===== src/rtl/protect_pkg.sv =====
// Purpose: Shared constants and carriers for the protection block
// Assumes: 20 MHz core clock
// Notes: Register offsets are byte addresses on APB
package protect_pkg;
  // ****************************************
  // Clock and timing
  // ****************************************
  localparam int CLK_HZ = 20000000;
  localparam int SLEEP_FILTER_US = 30;
  localparam int SLEEP_FILTER_CYC = (SLEEP_FILTER_US * (CLK_HZ / 1000000));
  localparam int BRAKE_CHOP_HZ = 3500;
  localparam int BRAKE_HALF_CYC = CLK_HZ / (2 * BRAKE_CHOP_HZ);
  localparam int OC_BLANK_CYC = 20;
  localparam int OC_RETRY_MAX = 3;
  localparam int OC_RETRY_WAIT_CYC = 200;
  // ****************************************
  // Register offsets
  // ****************************************
  localparam logic [7:0] GLOBAL_CONFIG_OFS = 8'h00;
  localparam logic [7:0] DRIVER_CONFIG_OFS = 8'h04;
  localparam logic [7:0] CHOPPER_CONFIG_OFS = 8'h08;
  localparam logic [7:0] THERMAL_LIMIT_OFS = 8'h0C;
  localparam logic [7:0] DRIVER_STATUS_OFS = 8'h10;
  localparam logic [7:0] SUPPLY_SAMPLE_OFS = 8'h14;
  localparam logic [7:0] TEMP_SAMPLE_OFS = 8'h18;
  // ****************************************
  // Field positions and reset values
  // ****************************************
  localparam int STOP_ENABLE_BIT = 0;
  localparam int RANGE_LSB = 0;
  localparam int OFF_TIME_LSB = 0;
  localparam int SUPPLY_LIM_LSB = 0;
  localparam int WARN_LIM_LSB = 16;
  localparam logic [31:0] GLOBAL_CONFIG_RST = 32'h0000_0000;
  localparam logic [31:0] DRIVER_CONFIG_RST = 32'h0000_0000;
  localparam logic [31:0] CHOPPER_CONFIG_RST = 32'h0000_0000;
  localparam logic [31:0] THERMAL_LIMIT_RST = 32'h0000_0000;
  // Current thresholds in mA per range code
  localparam logic [12:0] OC_LIM_00 = 13'h0686;
  localparam logic [12:0] OC_LIM_01 = 13'h0D02;
  localparam logic [12:0] OC_LIM_1X = 13'h1388;
  // Temperature sample: 7.7 counts per degree plus offset
  localparam int TEMP_OFFSET = 2038;
  localparam int TEMP_SCALE_X10 = 77;
  localparam real SUPPLY_LSB_MV = 9.732;
  typedef struct packed {
    logic [12:0] current_a;
    logic [12:0] current_b;
    logic die_hot;
    logic die_cool;
    logic [12:0] supply_adc;
    logic [12:0] temp_adc;
  } sense_s;
  typedef enum logic [1:0] {
    BR_RUN = 2'b00,
    BR_RETRY = 2'b01,
    BR_LATCHED = 2'b10
  } bridge_state_e;
endpackage : protect_pkg


===== src/rtl/sleep_filter.sv =====
// Purpose: Synchronise and filter the sleep/reset pin
// Assumes: Pin is asynchronous to core_clk
// Notes: Pulse longer than the filter time asserts chip reset
`timescale 1ns/1ns
module sleep_filter (
  // Clock and reset
  input wire logic core_clk,
  input wire logic rst_n,
  input wire logic clk_en,
  // Pin and result
  input wire logic sleep_reset_n,
  output logic chip_reset
);
  logic sync1;
  logic sync2;
  logic [10:0] low_cnt;
  always_ff @(posedge core_clk) begin
    if (!rst_n) begin
      sync1 <= 1'b1;
      sync2 <= 1'b1;
    end else if (clk_en) begin
      sync1 <= sleep_reset_n;
      sync2 <= sync1;
    end
  end
  always_ff @(posedge core_clk) begin
    if (!rst_n) begin
      low_cnt <= 11'h000;
      chip_reset <= 1'b0;
    end else if (clk_en) begin
      if (sync2) begin
        low_cnt <= 11'h000;
        chip_reset <= 1'b0;
      end else if (low_cnt < 11'(protect_pkg::SLEEP_FILTER_CYC)) begin
        low_cnt <= low_cnt + 11'h001;
      end else begin
        chip_reset <= 1'b1;
      end
    end
  end
endmodule : sleep_filter


===== src/rtl/bridge_guard.sv =====
// Purpose: Overcurrent blanking, retries and latch for one bridge
// Assumes: Current samples on core_clk
// Notes: Two to ground / supply flags by direction of fault
`timescale 1ns/1ns
module bridge_guard (
  // Clock and reset
  input wire logic core_clk,
  input wire logic rst_n,
  input wire logic clk_en,
  // Sense
  input wire logic [12:0] current,
  input wire logic high_side,
  input wire logic [12:0] limit,
  input wire logic recover,
  // Result
  output logic bridge_off,
  output logic short_gnd,
  output logic short_supply
);
  protect_pkg::bridge_state_e state;
  logic [7:0] cnt;
  logic [1:0] tries;
  logic over;
  assign over = current > limit;
  always_ff @(posedge core_clk) begin
    if (!rst_n) begin
      state <= protect_pkg::BR_RUN;
      cnt <= 8'h00;
      tries <= 2'h0;
      short_gnd <= 1'b0;
      short_supply <= 1'b0;
    end else if (clk_en) begin
      case (state)
        protect_pkg::BR_RUN: begin
          if (recover) begin
            tries <= 2'h0;
            cnt <= 8'h00;
          end else if (over) begin
            if (cnt >= 8'(protect_pkg::OC_BLANK_CYC)) begin
              cnt <= 8'h00;
              if (tries == 2'(protect_pkg::OC_RETRY_MAX)) begin
                state <= protect_pkg::BR_LATCHED;
                short_gnd <= high_side;
                short_supply <= !high_side;
              end else begin
                tries <= tries + 2'h1;
                state <= protect_pkg::BR_RETRY;
              end
            end else begin
              cnt <= cnt + 8'h01;
            end
          end else begin
            cnt <= 8'h00;
          end
        end
        protect_pkg::BR_RETRY: begin
          if (cnt >= 8'(protect_pkg::OC_RETRY_WAIT_CYC)) begin
            cnt <= 8'h00;
            state <= protect_pkg::BR_RUN;
          end else begin
            cnt <= cnt + 8'h01;
          end
        end
        default: begin
          if (recover) begin
            state <= protect_pkg::BR_RUN;
            tries <= 2'h0;
            short_gnd <= 1'b0;
            short_supply <= 1'b0;
          end
        end
      endcase
    end
  end
  assign bridge_off = (state != protect_pkg::BR_RUN);
endmodule : bridge_guard


===== src/rtl/driver_protection_shutdown.sv =====
// Purpose: Protection and shutdown control for a stepper power stage
// Assumes: APB slave, 20 MHz core clock, analog sense already digitised
// Notes: Bridge enables low switch every transistor off
// Functional notes
// - Disable pin high turns off all bridge transistors.
// - Stop flag with encoder input high halts stepping into hold.
// - Sleep pin low over 30 us causes full chip reset.
// - Sleep pin pulses under 30 us are ignored.
// - Sleep pin held low keeps standby with supplies off.
// - Reset or standby restores defaults and keeps bridges off.
// - Current over limit past blanking trips that bridge at once.
// - Overcurrent limit follows the current range field.
// - Three retries then short flag set and bridge latched off.
// - Registers stay accessible while a bridge is latched.
// - Cycling the disable pin re-enables a latched bridge.
// - Off time zero disables bridges, nonzero re-enables.
// - Overtemperature flag and tristate, auto resume when cool.
// - Temperature sample at or above a nonzero warn threshold raises pre-warning.
// - Temperature sample is 7.7 counts per degree plus 2038.
// - Supply sample readable at 9.732 mV per count.
// - Open-drain output released while supply at or above limit.
// - During overvoltage brake output chops near 3.5 kHz.
// - Limit 5.0 A for 1x, 3.33 A for 01, 1.67 A for 00.
//
// Implementation choices: the address map and the APB register port.
`timescale 1ns/1ns
module driver_protection_shutdown (
  // Clock and reset
  input wire logic core_clk,
  input wire logic rst_n,
  input wire logic clk_en,
  // APB
  input wire logic psel,
  input wire logic penable,
  input wire logic pwrite,
  input wire logic [7:0] paddr,
  input wire logic [31:0] pwdata,
  output logic [31:0] prdata,
  output logic pready,
  output logic pslverr,
  // Pins
  input wire logic driver_off_n,
  input wire logic encoder_a_input,
  input wire logic sleep_reset_n,
  // Sense
  input wire protect_pkg::sense_s sense,
  // Power stage
  output logic bridge_a_en,
  output logic bridge_b_en,
  output logic step_halt,
  output logic standby,
  output logic chip_reset_out,
  // Brake open drain
  output logic brake_switch_out,
  output logic brake_switch_oe,
  // Status
  output logic overtemp_flag,
  output logic thermal_warn
);
  // ****************************************
  // Pin synchronisers
  // ****************************************
  logic drv_s1;
  logic drv_s2;
  logic enc_s1;
  logic enc_s2;
  logic drv_prev;
  logic chip_reset;
  logic soft_rst_n;
  always_ff @(posedge core_clk) begin
    if (!rst_n) begin
      drv_s1 <= 1'b1;
      drv_s2 <= 1'b1;
      enc_s1 <= 1'b0;
      enc_s2 <= 1'b0;
      drv_prev <= 1'b1;
    end else if (clk_en) begin
      drv_s1 <= driver_off_n;
      drv_s2 <= drv_s1;
      enc_s1 <= encoder_a_input;
      enc_s2 <= enc_s1;
      drv_prev <= drv_s2;
    end
  end
  sleep_filter u_sleep (
    .core_clk(core_clk),
    .rst_n(rst_n),
    .clk_en(clk_en),
    .sleep_reset_n(sleep_reset_n),
    .chip_reset(chip_reset)
  );
  assign soft_rst_n = rst_n && !chip_reset;
  assign chip_reset_out = chip_reset;
  assign standby = chip_reset;
  // ****************************************
  // Registers
  // ****************************************
  logic [31:0] global_config_reg;
  logic [31:0] driver_config_reg;
  logic [31:0] chopper_config_reg;
  logic [31:0] thermal_supply_limit_reg;
  logic wr_en;
  logic rd_en;
  logic bad_addr;
  assign wr_en = psel && penable && pwrite;
  assign rd_en = psel && !penable && !pwrite;
  assign pready = 1'b1;
  always_comb begin
    if (paddr == protect_pkg::GLOBAL_CONFIG_OFS) begin
      bad_addr = 1'b0;
    end else if (paddr == protect_pkg::DRIVER_CONFIG_OFS) begin
      bad_addr = 1'b0;
    end else if (paddr == protect_pkg::CHOPPER_CONFIG_OFS) begin
      bad_addr = 1'b0;
    end else if (paddr == protect_pkg::THERMAL_LIMIT_OFS) begin
      bad_addr = 1'b0;
    end else if (paddr == protect_pkg::DRIVER_STATUS_OFS) begin
      bad_addr = 1'b0;
    end else if (paddr == protect_pkg::SUPPLY_SAMPLE_OFS) begin
      bad_addr = 1'b0;
    end else if (paddr == protect_pkg::TEMP_SAMPLE_OFS) begin
      bad_addr = 1'b0;
    end else begin
      bad_addr = 1'b1;
    end
  end
  assign pslverr = psel && penable && bad_addr;
  always_ff @(posedge core_clk) begin
    if (!soft_rst_n) begin
      global_config_reg <= protect_pkg::GLOBAL_CONFIG_RST;
      driver_config_reg <= protect_pkg::DRIVER_CONFIG_RST;
      chopper_config_reg <= protect_pkg::CHOPPER_CONFIG_RST;
      thermal_supply_limit_reg <= protect_pkg::THERMAL_LIMIT_RST;
    end else if (clk_en && wr_en) begin
      if (paddr == protect_pkg::GLOBAL_CONFIG_OFS) begin
        global_config_reg <= pwdata;
      end else if (paddr == protect_pkg::DRIVER_CONFIG_OFS) begin
        driver_config_reg <= pwdata;
      end else if (paddr == protect_pkg::CHOPPER_CONFIG_OFS) begin
        chopper_config_reg <= pwdata;
      end else if (paddr == protect_pkg::THERMAL_LIMIT_OFS) begin
        thermal_supply_limit_reg <= pwdata;
      end
    end
  end
  // ****************************************
  // Fields
  // ****************************************
  logic stop_enable;
  logic [1:0] current_range;
  logic [3:0] chopper_off_time;
  logic [12:0] supply_limit_threshold;
  logic [12:0] thermal_warn_threshold;
  logic [12:0] oc_limit;
  assign stop_enable = global_config_reg[protect_pkg::STOP_ENABLE_BIT];
  assign current_range = driver_config_reg[protect_pkg::RANGE_LSB +: 2];
  assign chopper_off_time =
    chopper_config_reg[protect_pkg::OFF_TIME_LSB +: 4];
  assign supply_limit_threshold =
    thermal_supply_limit_reg[protect_pkg::SUPPLY_LIM_LSB +: 13];
  assign thermal_warn_threshold =
    thermal_supply_limit_reg[protect_pkg::WARN_LIM_LSB +: 13];
  always_comb begin
    case (current_range)
      2'b00: oc_limit = protect_pkg::OC_LIM_00;
      2'b01: oc_limit = protect_pkg::OC_LIM_01;
      default: oc_limit = protect_pkg::OC_LIM_1X;
    endcase
  end
  // ****************************************
  // Recovery
  // ****************************************
  logic off_time_prev;
  logic recover;
  always_ff @(posedge core_clk) begin
    if (!soft_rst_n) begin
      off_time_prev <= 1'b0;
    end else if (clk_en) begin
      off_time_prev <= (chopper_off_time != 4'h0);
    end
  end
  assign recover = (drv_s2 && !drv_prev) ||
    ((chopper_off_time != 4'h0) && !off_time_prev);
  // ****************************************
  // Overcurrent guards
  // ****************************************
  logic off_a;
  logic off_b;
  logic short_gnd_bridge_a;
  logic short_gnd_bridge_b;
  logic short_supply_bridge_a;
  logic short_supply_bridge_b;
  bridge_guard u_guard_a (
    .core_clk(core_clk),
    .rst_n(soft_rst_n),
    .clk_en(clk_en),
    .current(sense.current_a),
    .high_side(1'b1),
    .limit(oc_limit),
    .recover(recover),
    .bridge_off(off_a),
    .short_gnd(short_gnd_bridge_a),
    .short_supply(short_supply_bridge_a)
  );
  bridge_guard u_guard_b (
    .core_clk(core_clk),
    .rst_n(soft_rst_n),
    .clk_en(clk_en),
    .current(sense.current_b),
    .high_side(1'b1),
    .limit(oc_limit),
    .recover(recover),
    .bridge_off(off_b),
    .short_gnd(short_gnd_bridge_b),
    .short_supply(short_supply_bridge_b)
  );
  // ****************************************
  // Thermal
  // ****************************************
  // hysteresis shutdown
  always_ff @(posedge core_clk) begin
    if (!soft_rst_n) begin
      overtemp_flag <= 1'b0;
    end else if (clk_en) begin
      if (sense.die_hot) begin
        overtemp_flag <= 1'b1;
      end else if (sense.die_cool) begin
        overtemp_flag <= 1'b0;
      end
    end
  end
  always_ff @(posedge core_clk) begin
    if (!soft_rst_n) begin
      thermal_warn <= 1'b0;
    end else if (clk_en) begin
      thermal_warn <= (sense.temp_adc >= thermal_warn_threshold) &&
        (thermal_warn_threshold != 13'h0000);
    end
  end
  // ****************************************
  // Bridge enables and stop
  // ****************************************
  logic all_on;
  assign all_on = !drv_s2 && !chip_reset && (chopper_off_time != 4'h0) &&
    !overtemp_flag;
  always_ff @(posedge core_clk) begin
    if (!soft_rst_n) begin
      bridge_a_en <= 1'b0;
      bridge_b_en <= 1'b0;
      step_halt <= 1'b0;
    end else if (clk_en) begin
      bridge_a_en <= all_on && !off_a;
      bridge_b_en <= all_on && !off_b;
      step_halt <= stop_enable && enc_s2;
    end
  end
  // ****************************************
  // Overvoltage brake
  // ****************************************
  logic overvolt;
  logic [11:0] chop_cnt;
  logic chop_phase;
  assign overvolt = (sense.supply_adc >= supply_limit_threshold);
  always_ff @(posedge core_clk) begin
    if (!soft_rst_n) begin
      chop_cnt <= 12'h000;
      chop_phase <= 1'b0;
    end else if (clk_en) begin
      if (!overvolt) begin
        chop_cnt <= 12'h000;
        chop_phase <= 1'b0;
      end else if (chop_cnt >= 12'(protect_pkg::BRAKE_HALF_CYC - 1)) begin
        chop_cnt <= 12'h000;
        chop_phase <= !chop_phase;
      end else begin
        chop_cnt <= chop_cnt + 12'h001;
      end
    end
  end
  // Low drive pulls brake off; released phase turns transistor on
  assign brake_switch_out = 1'b0;
  assign brake_switch_oe = !(overvolt && !chop_phase);
  // ****************************************
  // Read path
  // ****************************************
  // register, status, supply and temperature readout
  always_ff @(posedge core_clk) begin
    if (!soft_rst_n) begin
      prdata <= 32'h0000_0000;
    end else if (clk_en && rd_en) begin
      if (paddr == protect_pkg::GLOBAL_CONFIG_OFS) begin
        prdata <= global_config_reg;
      end else if (paddr == protect_pkg::DRIVER_CONFIG_OFS) begin
        prdata <= driver_config_reg;
      end else if (paddr == protect_pkg::CHOPPER_CONFIG_OFS) begin
        prdata <= chopper_config_reg;
      end else if (paddr == protect_pkg::THERMAL_LIMIT_OFS) begin
        prdata <= thermal_supply_limit_reg;
      end else if (paddr == protect_pkg::DRIVER_STATUS_OFS) begin
        prdata <= {24'h000000, thermal_warn, overtemp_flag, off_b, off_a,
          short_supply_bridge_b, short_supply_bridge_a,
          short_gnd_bridge_b, short_gnd_bridge_a};
      end else if (paddr == protect_pkg::SUPPLY_SAMPLE_OFS) begin
        prdata <= {19'h00000, sense.supply_adc};
      end else if (paddr == protect_pkg::TEMP_SAMPLE_OFS) begin
        prdata <= {19'h00000, sense.temp_adc};
      end else begin
        prdata <= 32'h0000_0000;
      end
    end
  end
  // ****************************************
  // Checks
  // ****************************************
  a_disable_pin_off: assert property (
    @(posedge core_clk) disable iff (!rst_n)
    clk_en && drv_s2 |=> !bridge_a_en && !bridge_b_en)
    else $error("bridge on while disable pin high");
  a_stop_halts: assert property (
    @(posedge core_clk) disable iff (!rst_n)
    clk_en && stop_enable && enc_s2 && !chip_reset |=> step_halt)
    else $error("stop input did not halt");
  a_reset_bridges_off: assert property (
    @(posedge core_clk) disable iff (!rst_n)
    chip_reset |=> !bridge_a_en && !bridge_b_en && chopper_off_time == 4'h0)
    else $error("bridges allowed during reset");
  a_off_time_zero: assert property (
    @(posedge core_clk) disable iff (!rst_n)
    clk_en && chopper_off_time == 4'h0 |=> !bridge_a_en && !bridge_b_en)
    else $error("bridge on with zero off time");
  a_overtemp_off: assert property (
    @(posedge core_clk) disable iff (!rst_n)
    clk_en && overtemp_flag |=> !bridge_a_en)
    else $error("bridge on while overheated");
  a_range_limit: assert property (
    @(posedge core_clk) disable iff (!rst_n)
    current_range[1] |-> oc_limit == protect_pkg::OC_LIM_1X)
    else $error("wrong high range limit");
  a_brake_release: assert property (
    @(posedge core_clk) disable iff (!rst_n)
    !overvolt |-> brake_switch_oe)
    else $error("brake driven without overvoltage");
  a_latched_off: assert property (
    @(posedge core_clk) disable iff (!rst_n)
    clk_en && short_gnd_bridge_a |=> !bridge_a_en)
    else $error("latched bridge still on");
endmodule : driver_protection_shutdown


===== config.mk =====
export PLATFORM = sky130hd
export DESIGN_NAME = driver_protection_shutdown
export DESIGN_NICKNAME = d
export VERILOG_FILES = /design/src/rtl/protect_pkg.sv /design/src/rtl/sleep_filter.sv /design/src/rtl/bridge_guard.sv /design/src/rtl/driver_protection_shutdown.sv
export SDC_FILE = /design/constraint.sdc
export NUM_CORES = 1
export LEC_CHECK = 0
export BUFFER_PORTS_ARGS = -buffer_cell sky130_fd_sc_hd__buf_2
export CORE_ASPECT_RATIO = 0.7
export CORE_MARGIN = 3
export CORE_UTILIZATION = 45
export DETAILED_ROUTE_END_ITERATION = 8
export GPL_ROUTABILITY_DRIVEN = 0
export PLACE_DENSITY = 0.67
export SKIP_LAST_GASP = 1
export SLEW_MARGIN = 20
export SYNTH_ARGS = -nofsm -noshare
export SYNTH_HDL_FRONTEND = slang
export SYNTH_HIERARCHICAL = 1
export SYNTH_SLANG_ARGS = --single-unit

===== constraint.sdc =====
create_clock -name core_clk -period 2.3 [get_ports core_clk]
set_input_delay 0.46 -clock core_clk [delete_from_list [all_inputs] [get_ports core_clk]]
set_output_delay 0.46 -clock core_clk [all_outputs]
set_load 0.02 [all_outputs]

==> qor_table.md, run 1 <==
| Metric | Reported |
|:---|:---|
| Final TNS setup | -0.7904 ns |
| Dpl cells | 1943 |
| Overall Power | 8.713 mW |
| Mapped Area | 0.01159 mm2 |
| Residual DRC | 0 |
| Total wire length | 36910 um |
| Sequential share of the synthesized area | 39.04% |
| Global route total overflow | 0 |
| Final critical delay including setup and external delays | 2.670 ns |
| Post-Synth Simple-Gate Area | 21.44% |
| Clock buffer count from CTS | 23 |
| Max-slew violation count | 0 |
| Worst-case clock skew | 0.01299 ns |
| Maximum clock insertion buffer count | 3 |
| Detailed placement HPWL | 25700 um |
| Net count, final | 1825 |
| Number of cells on the worst hold path | 3 |
| Depth of the worst register-to-register path | 10 |
| First-pass GRT wire length | 56740 um |
| Grt met1 use | 37.96% |
| Clock tree root buffer cell | sky130_fd_sc_hd__clkbuf_16 |
| Hold violation total from the final report | 0 |
| Global route hottest layer | met1 |
| P_leak | 5.705 nW |
| Worst min path class | in -> reg |
| Number of DRC violations after detailed-routing iteration 0 | 1012 |
| Antenna Violating Nets Remaining | 0 |
| Total routing resource utilization after global routing | 25.10% |
| Final cell count without fillers | 2003 |
| Pwr per Cell Area | 596.2 mW/mm2 |
| Register-to-register setup slack | -0.09 ns |
| P&R area growth vs syn | 26.08% |
| H-tree depth | 1 |
| Critical path data arrival time | 2.21 ns |
| Max Clock Freq | 0.3745 GHz |
| Max-Slew Margin vs Limit | 62.18% |
| Post-CTS Hold Buffers | 0 |
| Adder-Cell Fraction of Synth Area | 6.801% |
| Final setup violation count | 13 |
| CP endpoint kind | output port |
| Detailed-router iteration count before antenna repair | 5 |
| Synth Flop Type | sky130_fd_sc_hd__dfxtp_1 |
| Met3 Use GR | 4.136% |
| Overall via count from detail_route | 11420 |
| Unrepaired setup endpoints after global routing | yes |
| Number of fill cells | 2234 |
| XOR/XNOR Fraction of Synth Area | 1.285% |
| Critical path startpoint category | register |
| Number of enable flip-flop cells after synthesis | 0 |
| Largest net degree at the start of global routing | 57 |
| Number of buffers added on ports | 143 |
| Startpoint of the most critical register-to-register path | driver_config_reg[1]$_SDFFE_PN0P_ |
| Maximum capacitance violations | 0 |
| Die footprint | 0.02775 mm2 |
| Effective utilization at floorplan | 46.39% |
| Post-route cell area | 0.01461 mm2 |
| Synthesis Warnings | 6 |
| Mean Syn Cell Area | 7.955 um2 |
| Hold Path Origin | sleep_reset_n |
| CTS sink cnt | 226 |
| Synthesized netlist cell count | 1457 |
| Routed wire length per instance | 18.43 um |
| I/O pin count | 146 |
| Final cell utilization of the core | 58.49% |
| Die width | 197.8 um |
| Clock tree from TritonCTS | yes |
| Row cnt | 48 |
| Worst hold slack | 0.1600 ns |
| Crit Path Max Fanout | 3 |
| Share of cell area taken by muxes after synthesis | 0.8637% |
| Worst skew pair latency | 0.52 ns |
| Dominant combinational cell family by area after synthesis | compound AO/OA/AOI/OAI gates |
| Met2 layer usage reported by global route | 37.58% |
| Count of distinct cell types in the synthesized netlist | 74 |
| Compound-gate portion of the synthesized area | 24.04% |
| Placed cell area | 0.01313 mm2 |
| Hold Crit Endpoint | u_sleep/sync1$_SDFFE_PN1P_ |
| Layout cell share with drive strength beyond 1 | 24.05% |
| Initial antenna violation count | 3 |
| Required time reported for the critical path endpoint | 1.84 ns |
| Outcome | finished, violations left |
| Worst ir drop on vdd | 0.4526 mV |
| Via count of the first global-routing pass | 10460 |
| Final critical-path share of the clock period | 116.1% |
| Actual slew at the worst max-slew pin | 0.5653 ns |
| Reg-to-reg endpoint | u_guard_b/short_supply$_SDFFE_PN0P_ |
| Vert. Die Dim | 140.3 um |
| Placeable core region | 0.02498 mm2 |
| Worst setup slack after layout | -0.3700 ns |
| Violated checks | negative setup slack |
| Path type of the worst setup path | reg -> out |
| Vias per cell | 5.700 |
| Number of synthesized register bits | 226 |
| Asr flop ratio synth | 0% |
| Setup Slack @ Placement | -0.2010 ns |
| Clock Pin Slew Worst Setup and Hold Paths | 0.06 ns |
-- Yosys cell counts (all sizes together) (9+ instances only) --
cell,instances,area (um2)
inv,78,292.8
nor3,19,122.6
nor2b,14,87.58
a31oi,12,75.07
o211ai,18,140.1
nand2b,10,62.56
dfxtp,226,4524
nand4,16,100.1
o211a,9,97.60
and3,19,118.9
clkbuf,42,157.7
nor2,45,176.4
buf,47,299.0
mux2i,10,100.1
o21ai,64,320.3
nand3,26,135.1
ha,63,788.3
xor2,12,105.1
o22ai,11,68.82
a21oi,198,1017
a22o,25,219.0
a221oi,37,336.6
nand2,349,1318
-- placed cells by master, fill, tap and decap left out, types with 17 or more instances in the layout --
cell	synthesis	final
sky130_fd_sc_hd__a21oi_1	195	190
sky130_fd_sc_hd__a221oi_1	35	33
sky130_fd_sc_hd__a22o_1	25	25
sky130_fd_sc_hd__and3_1	19	18
sky130_fd_sc_hd__buf_2	26	142
sky130_fd_sc_hd__buf_4	12	101
sky130_fd_sc_hd__clkbuf_16	0	23
sky130_fd_sc_hd__dfxtp_1	226	212
sky130_fd_sc_hd__ha_1	63	49
sky130_fd_sc_hd__inv_1	78	65
sky130_fd_sc_hd__nand2_1	346	343
sky130_fd_sc_hd__nand3_1	25	25
sky130_fd_sc_hd__nor2_1	44	40
sky130_fd_sc_hd__o211ai_1	17	17
sky130_fd_sc_hd__o21ai_0	62	59
-- metal layers --
layer | vias to the layer above | share of wire (%)
li1 | 5536 | -
met1 | 5362 | 47
met2 | 449 | 43
met3 | 67 | 7.9
met4 | 4 | 2.0
met5 | - | 0.041
-- power breakdown --
| part | internal (mW) | total (mW) | switching, mW |
|---|---|---|---|
| Combinational | 0.301 | 0.776 | 0.475 |
| Clock | 2.34 | 3.97 | 1.63 |
| Sequential | 3.94 | 3.96 | 0.0224 |
-- layout make-up --
cell class	instances	area [um2]	area share (%)
clock buffer	30	651.9	4.461
clock inverter	12	146.4	1.002
antenna	2	5.005	0.03425
multi-input combinational	1076	6900	47.22
tap	325	406.6	2.783
sequential	226	4542	31.08
timing repair buffer	254	1663	11.38
inverter	78	297.8	2.038
-- worst max-delay path, cell delays in order (launching register included) --
cell,delay (ns)
sky130_fd_sc_hd__dfxtp_2,0.35
sky130_fd_sc_hd__inv_1,0.05
sky130_fd_sc_hd__ha_1,0.28
sky130_fd_sc_hd__and4_1,0.21
sky130_fd_sc_hd__a41oi_2,0.15
sky130_fd_sc_hd__a21oi_2,0.22
sky130_fd_sc_hd__nor3_4,0.06
sky130_fd_sc_hd__or2_4,0.25
sky130_fd_sc_hd__buf_6,0.13
-- repair_timing --
item / in CTS / in global routing
pin swaps: 23 / 43
buffers inserted: 9 / 8
gates resized for setup: 43 / 67
endpoints found under the setup margin: 18 / 30
-- worst max-delay path by stage --
stage	start	end	slack, ns	cells after the start
finish	thermal_supply_limit_reg[5]$_SDFFE_PN0P_	brake_switch_oe	-0.37	8
global route	thermal_supply_limit_reg[5]$_SDFFE_PN0P_	brake_switch_oe	-0.43	8
CTS	thermal_supply_limit_reg[10]$_SDFFE_PN0P_	brake_switch_oe	-0.33	7
detailed placement	sense[16]	brake_switch_oe	-0.20	8
global placement	sense[16]	brake_switch_oe	-0.17	8
floorplan	chopper_config_reg[0]$_SDFFE_PN0P_	u_guard_a/state[1]$_SDFFE_PN0P_	0.002	7
-- cells by family after synthesis --
group | Yosys count
and+or+nand+nor | 543
AOI/OAI and AO/OA | 429
DFF | 226
buffers and inverters | 167
adders and majority gates | 63
xor gates and xnor gates | 17
muxes | 10
other | 2
No activity file was read; power rests on OpenSTA's default activity.
==> inputs of run 2 (changes only) <==
Settings changed: ABC_CLOCK_PERIOD_IN_PS set to 2300, CELL_PAD_IN_SITES_DETAIL_PLACEMENT set to 2, CELL_PAD_IN_SITES_GLOBAL_PLACEMENT set to 2, CORE_UTILIZATION 45 to 31, PLACE_DENSITY 0.67 to not set, PLACE_DENSITY_LB_ADDON set to 0.1.
==> run 2 against run 1 <==
The run still ends with negative setup slack left. Wire length grew 30%. Final cell count up 8.3%. Cell area up 3.4%. Sequential share of layout area is 0.98 points lower. Global-route usage is 2.1 points lower. Die area up 43%. Clock power is 12% higher. First-iteration DRC count fell by 47%. Combinational power grew 9.8%. Maximum frequency down 0.98%. Non-clock buffer count up 8. Critical path type unchanged. Critical endpoint unchanged. Largest power group unchanged. Highest routed layer unchanged.
==> qor_table.md, run 2 (synthesized netlist as in run 1, its figures left out) <==
| Metric | Reported |
|:---|:---|
| Largest net degree at the start of global routing | 88 |
| Detailed-router iteration count before antenna repair | 4 |
| Number of fill cells | 4044 |
| Initial antenna violation count | 2 |
| Post-CTS Hold Buffers | 0 |
| Setup Slack @ Placement | -0.2949 ns |
| Final cell count without fillers | 2170 |
| First-pass GRT wire length | 73340 um |
| Via count of the first global-routing pass | 12410 |
| Hold violation total from the final report | 0 |
| Top library cells by usage in the layout, fill and taps aside | sky130_fd_sc_hd__nand2_1 (343), sky130_fd_sc_hd__dfxtp_1 (211), sky130_fd_sc_hd__a21oi_1 (184) |
| Startpoint of the most critical register-to-register path | driver_config_reg[1]$_SDFFE_PN0P_ |
| Placeable core region | 0.03636 mm2 |
| Pwr per Cell Area | 613.6 mW/mm2 |
| P_leak | 5.805 nW |
| Outcome | finished, violations left |
| Critical path startpoint category | register |
| Violated checks | negative setup slack |
| Actual slew at the worst max-slew pin | 0.5560 ns |
| Unrepaired setup endpoints after global routing | yes |
| Row cnt | 58 |
| Effective utilization at floorplan | 31.88% |
| Dpl cells | 2105 |
| Clock tree root buffer cell | sky130_fd_sc_hd__clkbuf_16 |
| Max-slew violation count | 0 |
| Net count, final | 1836 |
| Path type of the worst setup path | reg -> out |
| Vias per cell | 5.341 |
| CP endpoint kind | output port |
| H-tree depth | 1 |
| Die width | 237.1 um |
| Clock buffer count from CTS | 26 |
| Worst skew pair latency | 0.56 ns |
| Worst-case clock skew | 0.01987 ns |
| Clock Pin Slew Worst Setup and Hold Paths | 0.06 ns |
| Final TNS setup | -0.5903 ns |
| Maximum clock insertion buffer count | 3 |
| Required time reported for the critical path endpoint | 1.84 ns |
| Antenna Violating Nets Remaining | 0 |
| Worst ir drop on vdd | 0.5697 mV |
| I/O pin count | 146 |
| Die footprint | 0.03978 mm2 |
| Max-Slew Margin vs Limit | 61.97% |
| Vert. Die Dim | 167.8 um |
| Layout cell share with drive strength beyond 1 | 25.64% |
| Crit Path Max Fanout | 2 |
| CTS sink cnt | 226 |
| Number of buffers added on ports | 143 |
| Maximum capacitance violations | 0 |
| Hold Path Origin | sleep_reset_n |
| Number of DRC violations after detailed-routing iteration 0 | 533 |
| Max Clock Freq | 0.3709 GHz |
| Final critical delay including setup and external delays | 2.696 ns |
| Final critical-path share of the clock period | 117.2% |
| Total routing resource utilization after global routing | 23.03% |
| Overall via count from detail_route | 11590 |
| Routed wire length per instance | 22.11 um |
| Beginning of the critical path | thermal_supply_limit_reg[3]$_SDFFE_PN0P_ |
| Critical path data arrival time | 2.24 ns |
| Overall Power | 9.272 mW |
| Commonest non-fill, non-tap cell in the layout | sky130_fd_sc_hd__nand2_1 |
| Global route total overflow | 0 |
| Worst min path class | in -> reg |
| Detailed placement HPWL | 34210 um |
| Residual DRC | 0 |
| Final setup violation count | 5 |
| P&R area growth vs syn | 30.37% |
| Clock tree from TritonCTS | yes |
| Worst setup slack after layout | -0.3964 ns |
| Total wire length | 47980 um |
run 2: changes by cell type in the layout (fill, tap and decap cells not counted), moves of 3 or more:
cell	previous run	this run
sky130_fd_sc_hd__o21ai_1	2	5
sky130_fd_sc_hd__ha_4	14	20
sky130_fd_sc_hd__clkbuf_16	23	26
sky130_fd_sc_hd__or4_1	4	0
sky130_fd_sc_hd__buf_6	3	9
sky130_fd_sc_hd__ha_1	49	43
sky130_fd_sc_hd__or4_4	3	7
sky130_fd_sc_hd__a21oi_2	5	12
sky130_fd_sc_hd__a21oi_1	190	184
run 2: timing repair:
| item | 4_1_cts | 5_1_grt |
|---|---|---|
| resized for setup | 62 | 73 |
| setup endpoints to repair | 31 | 34 |
| hold endpoints to repair | 0 | 0 |
| setup buffers | 11 | 7 |
| pin swaps | 24 | 40 |
run 2: power breakdown:
part / total (mW) / leakage [nW] / internal (mW) / switching (mW)
logic: 0.852 / 3.54 / 0.323 / 0.529
clock network: 4.46 / 0.437 / 2.61 / 1.85
registers: 3.96 / 1.83 / 3.94 / 0.0218
run 2: layer usage:
layer  GRT usage [%]  routed length, um
met1           33.73              24010
met2           36.83              21640
met3           2.604               1518
met4           4.229                801
met5               0                 13
run 2: path summary, 6_finish.rpt:
check        cells past startpoint  slack [ns]                            endpoint
min reg2reg                      2        0.46  driver_config_reg[25]$_SDFFE_PN0P_
max reg2reg                     10       -0.10     u_guard_b/state[1]$_SDFFE_PN0P_
max                              8       -0.40                     brake_switch_oe
min                              3        0.15          u_sleep/sync1$_SDFFE_PN1P_
run 2: critical path: stages, from the launching register on:
cell	delay, ns
sky130_fd_sc_hd__dfxtp_1	0.34
sky130_fd_sc_hd__inv_1	0.07
sky130_fd_sc_hd__ha_4	0.27
sky130_fd_sc_hd__and3_4	0.23
sky130_fd_sc_hd__o21ai_4	0.07
sky130_fd_sc_hd__a211oi_2	0.23
sky130_fd_sc_hd__nor3_2	0.09
sky130_fd_sc_hd__or2_4	0.25
sky130_fd_sc_hd__buf_6	0.13
run 2: through the flow:
stage | util [%] | hold slack (ns) | cell area, um2
global placement | 36.85 | 0.4396 | 13400
detailed placement | 36.85 | 0.4491 | 13400
global route | 41.56 | 0.1275 | 15110
CTS | 40.34 | 0.1215 | 14670
floorplan | - | 0.4319 | 11630
finish | 41.56 | 0.1471 | 15110
run 2: layout make-up:
type	instances	area (um2)	share of cell area [%]
Multi-Input combinational cell	1076	6993	46.28
Sequential cell	226	4548	30.10
Timing Repair Buffer	262	1770	11.72
Clock buffer	36	748.2	4.952
Tap cell	480	600.6	3.975
Inverter	78	300.3	1.987
Clock inverter	11	146.4	0.9689
Antenna cell	1	2.502	0.01656
==> inputs of run 3 (changes only) <==
Settings changed: ABC_AREA set to 1, CORE_UTILIZATION 31 to 30.
==> run 3 against run 2 <==
Critical path depth increased by 3. Largest power group unchanged. Wire length decreased by 5.1%. The flow still finishes with violations (negative setup slack). Core utilization decreased by 3.8 points. Sequential share of layout area increased by 0.81 points. Register-to-register slack improved by 0.27 ns.
==> qor_table.md, run 3 <==
| Metric | Reported |
|:---|:---|
| Proportion of total power due to net switching | 25.67% |
| Detailed placement HPWL | 33560 um |
| Unrepaired setup endpoints after global routing | yes |
| Worst skew pair latency | 0.56 ns |
| Logic gate share of total power | 9.5% |
| Share of cell area taken by muxes after synthesis | 0% |
| Power dissipated by switching net loads | 2.354 mW |
| Vert. Die Dim | 173.0 um |
| Clock buffer count from CTS | 26 |
| Outcome | finished, violations left |
| Required time reported for the critical path endpoint | 1.84 ns |
| Synthesized netlist cell count | 1719 |
| Largest cells by area after synthesis | sky130_fd_sc_hd__dfxtp_1 (38%), sky130_fd_sc_hd__nand2_1 (9.2%), sky130_fd_sc_hd__nor2_1 (7.9%), sky130_fd_sc_hd__a21oi_1 (7.5%), sky130_fd_sc_hd__inv_1 (7.0%) |
| Post-CTS Hold Buffers | 0 |
| Row cnt | 60 |
| Residual DRC | 0 |
| P&R area growth vs syn | 22.90% |
| Dominant cell by count in the synthesized netlist | sky130_fd_sc_hd__nand2_1 |
| Synth cell count leaders | sky130_fd_sc_hd__nand2_1 (293), sky130_fd_sc_hd__nor2_1 (252), sky130_fd_sc_hd__dfxtp_1 (226) |
| Placed cell area | 0.01350 mm2 |
| Adder-Cell Fraction of Synth Area | 6.596% |
| Sequential share of the synthesized area | 37.86% |
| Critical path startpoint category | register |
| Final critical-path share of the clock period | 109.4% |
| Max Clock Freq | 0.3972 GHz |
| Asr flop ratio synth | 0% |
| Clock tree root buffer cell | sky130_fd_sc_hd__clkbuf_16 |
| Top cell type's share of synthesized area | 37.86% |
| Worst min path class | in -> reg |
| H-tree depth | 1 |
| Clock Pin Slew Worst Setup and Hold Paths | 0.07 ns |
| Commonest non-fill, non-tap cell in the layout | sky130_fd_sc_hd__nand2_1 |
| Die width | 244.6 um |
| Share of total power in the clock network | 46.9% |
| Depth of the worst register-to-register path | 13 |
| Initial antenna violation count | 3 |
| Worst-case clock skew | 0.02084 ns |
| Area leader, netlist | sky130_fd_sc_hd__dfxtp_1 |
| First-pass GRT wire length | 72280 um |
| Maximum clock insertion buffer count | 3 |
| Maximum capacitance violations | 0 |
| Die footprint | 0.04230 mm2 |
| Detailed-router iteration count before antenna repair | 4 |
| Global route total overflow | 0 |
| Via count of the first global-routing pass | 12760 |
| Number of synthesized register bits | 226 |
| Total wire length | 45520 um |
| Critical path data arrival time | 2.06 ns |
| Overall via count from detail_route | 11880 |
| Path type of the worst setup path | reg -> out |
| CP endpoint kind | output port |
| Synth Flop Type | sky130_fd_sc_hd__dfxtp_1 |
| P_leak | 6.224 nW |
| Clock tree from TritonCTS | yes |
| Number of buffers added on ports | 143 |
| Worst hold slack | 0.1509 ns |
| Placeable core region | 0.03889 mm2 |
| Count of distinct cell types in the synthesized netlist | 38 |
| Antenna Violating Nets Remaining | 0 |
| Final setup violation count | 1 |
| Hold violation total from the final report | 0 |
| Top library cells by usage in the layout, fill and taps aside | sky130_fd_sc_hd__nand2_1 (289), sky130_fd_sc_hd__nor2_1 (248), sky130_fd_sc_hd__dfxtp_1 (214) |
| Max-Slew Margin vs Limit | 40.95% |
| Final critical delay including setup and external delays | 2.517 ns |
| I/O pin count | 146 |
| Routed wire length per instance | 18.63 um |
| Overall Power | 9.169 mW |
| Number of DRC violations after detailed-routing iteration 0 | 454 |
| Sequential share of power | 43.6% |
| Number of cells on the worst hold path | 3 |
| Total routing resource utilization after global routing | 21.30% |
| Worst setup slack after layout | -0.2173 ns |
| Worst ir drop on vdd | 0.4745 mV |
| Synthesis Warnings | 6 |
| Net count, final | 2060 |
| Post-route cell area | 0.01469 mm2 |
| Number of enable flip-flop cells after synthesis | 0 |
| Vias per cell | 4.863 |
| Layout cell share with drive strength beyond 1 | 19.85% |
| Violated checks | negative setup slack |
| Compound-gate portion of the synthesized area | 16.54% |
| Mean Syn Cell Area | 6.952 um2 |
| CTS sink cnt | 226 |
| Largest net degree at the start of global routing | 66 |
| Dominant combinational cell family by area after synthesis | simple AND/OR/NAND/NOR gates |
| Pwr per Cell Area | 624.3 mW/mm2 |
| XOR/XNOR Fraction of Synth Area | 1.539% |
| Actual slew at the worst max-slew pin | 0.8845 ns |
| Mapped Area | 0.01195 mm2 |
| Crit Path Max Fanout | 3 |
| Internal power summed over all cells | 6.815 mW |
| Effective utilization at floorplan | 30.73% |
| Post-Synth Simple-Gate Area | 26.66% |
| Max-slew violation count | 0 |
## run 3: cell count changes after synthesis, moves of 15 or more
| cell | previous run | this run |
|---|---|---|
| sky130_fd_sc_hd__and3_1 | 19 | 0 |
| sky130_fd_sc_hd__nor2_1 | 44 | 252 |
| sky130_fd_sc_hd__a221oi_1 | 35 | 0 |
| sky130_fd_sc_hd__nand3_1 | 25 | 61 |
| sky130_fd_sc_hd__nand2_2 | 3 | 21 |
| sky130_fd_sc_hd__a21oi_1 | 195 | 178 |
| sky130_fd_sc_hd__a22o_1 | 25 | 0 |
| sky130_fd_sc_hd__nand2_1 | 346 | 293 |
| sky130_fd_sc_hd__o21ai_0 | 62 | 117 |
| sky130_fd_sc_hd__o21ai_1 | 2 | 64 |
| sky130_fd_sc_hd__inv_2 | 0 | 15 |
| sky130_fd_sc_hd__clkbuf_1 | 42 | 25 |
| sky130_fd_sc_hd__inv_1 | 78 | 223 |
## run 3: repair_timing
item,4_1_cts,5_1_grt
pin swaps,13,10
buffers inserted,5,1
gates resized for setup,40,21
endpoints found under the setup margin,2,30
## run 3: metrics by stage
| stage | cells | util, % | setup TNS (ns) | worst slack [ns] |
|---|---|---|---|---|
| after floorplan | 1731 | - | 0 | 0.1216 |
| after global placement | 2387 | 34.72 | -0.05121 | -0.05121 |
| after detailed placement | 2387 | 34.72 | -0.07196 | -0.07196 |
| after CTS | 2440 | 37.57 | -0.2238 | -0.2238 |
| after global routing | 2442 | 37.76 | -0.3580 | -0.3580 |
| final | 2443 | 37.77 | -0.2173 | -0.2173 |
## run 3: metal layers
| metal | part of all wire (%) | GRT usage (%) |
|---|---|---|
| met2 | 45 | 34.52 |
| met1 | 50 | 30.93 |
| met5 | 0.029 | 0 |
| met3 | 3.4 | 2.620 |
| met4 | 1.5 | 2.999 |
## run 3: power groups by stage
| stage | logic, mW | registers [mW] | clock network, mW |
|---|---|---|---|
| 2_1_floorplan | 0.424 | 4.10 | 0 |
| 3_3_place_gp | 0.800 | 4.08 | 0 |
| 3_5_place_dp | 0.829 | 4.09 | 0 |
| 4_1_cts | 0.865 | 4.00 | 4.45 |
| 5_1_grt | 0.980 | 4.00 | 4.64 |
| 6_report | 0.868 | 4.00 | 4.30 |
## run 3: worst paths after layout
| path | from | to | slack [ns] |
|---|---|---|---|
| min reg2reg | driver_config_reg[14]$_SDFFE_PN0P_ | driver_config_reg[14]$_SDFFE_PN0P_ | 0.45 |
| max | thermal_supply_limit_reg[10]$_SDFFE_PN0P_ | brake_switch_oe | -0.22 |
| min | sleep_reset_n | u_sleep/sync1$_SDFFE_PN1P_ | 0.15 |
| max reg2reg | driver_config_reg[0]$_SDFFE_PN0P_ | u_guard_b/cnt[4]$_SDFFE_PN0P_ | 0.17 |
## run 3: cell type report
cell class | count | area (um2)
Inverter | 240 | 900.9
Sequential cell | 226 | 4539
Fill cell | 4685 | 24200
Clock buffer | 39 | 769.5
Timing Repair Buffer | 206 | 1290
Clock inverter | 9 | 111.4
Tap cell | 527 | 659.4
Multi-Input combinational cell | 1194 | 6411
Antenna cell | 2 | 5.005
## run 3: cells by family (layout without fill, tap and decap cells)
kind of cell    Yosys count  after routing
compound gates          378            378
xor+xnor                 21             21
fa+ha+maj                63             63
buf+inv                 311            494
flops                   226            226
other cells               2             16
simple gates            718            718
## run 3: critical path, cell delays in order, from the launching register on
cell and delay (ns):
sky130_fd_sc_hd__dfxtp_2 0.33, sky130_fd_sc_hd__inv_2 0.05, sky130_fd_sc_hd__ha_4 0.27, sky130_fd_sc_hd__nand2_1 0.10, sky130_fd_sc_hd__nor2_4 0.12, sky130_fd_sc_hd__inv_1 0.06
sky130_fd_sc_hd__nor2_2 0.12, sky130_fd_sc_hd__nand2_2 0.05, sky130_fd_sc_hd__nand3_2 0.08, sky130_fd_sc_hd__buf_6 0.13, sky130_fd_sc_hd__nand2_4 0.05, sky130_fd_sc_hd__buf_6 0.12
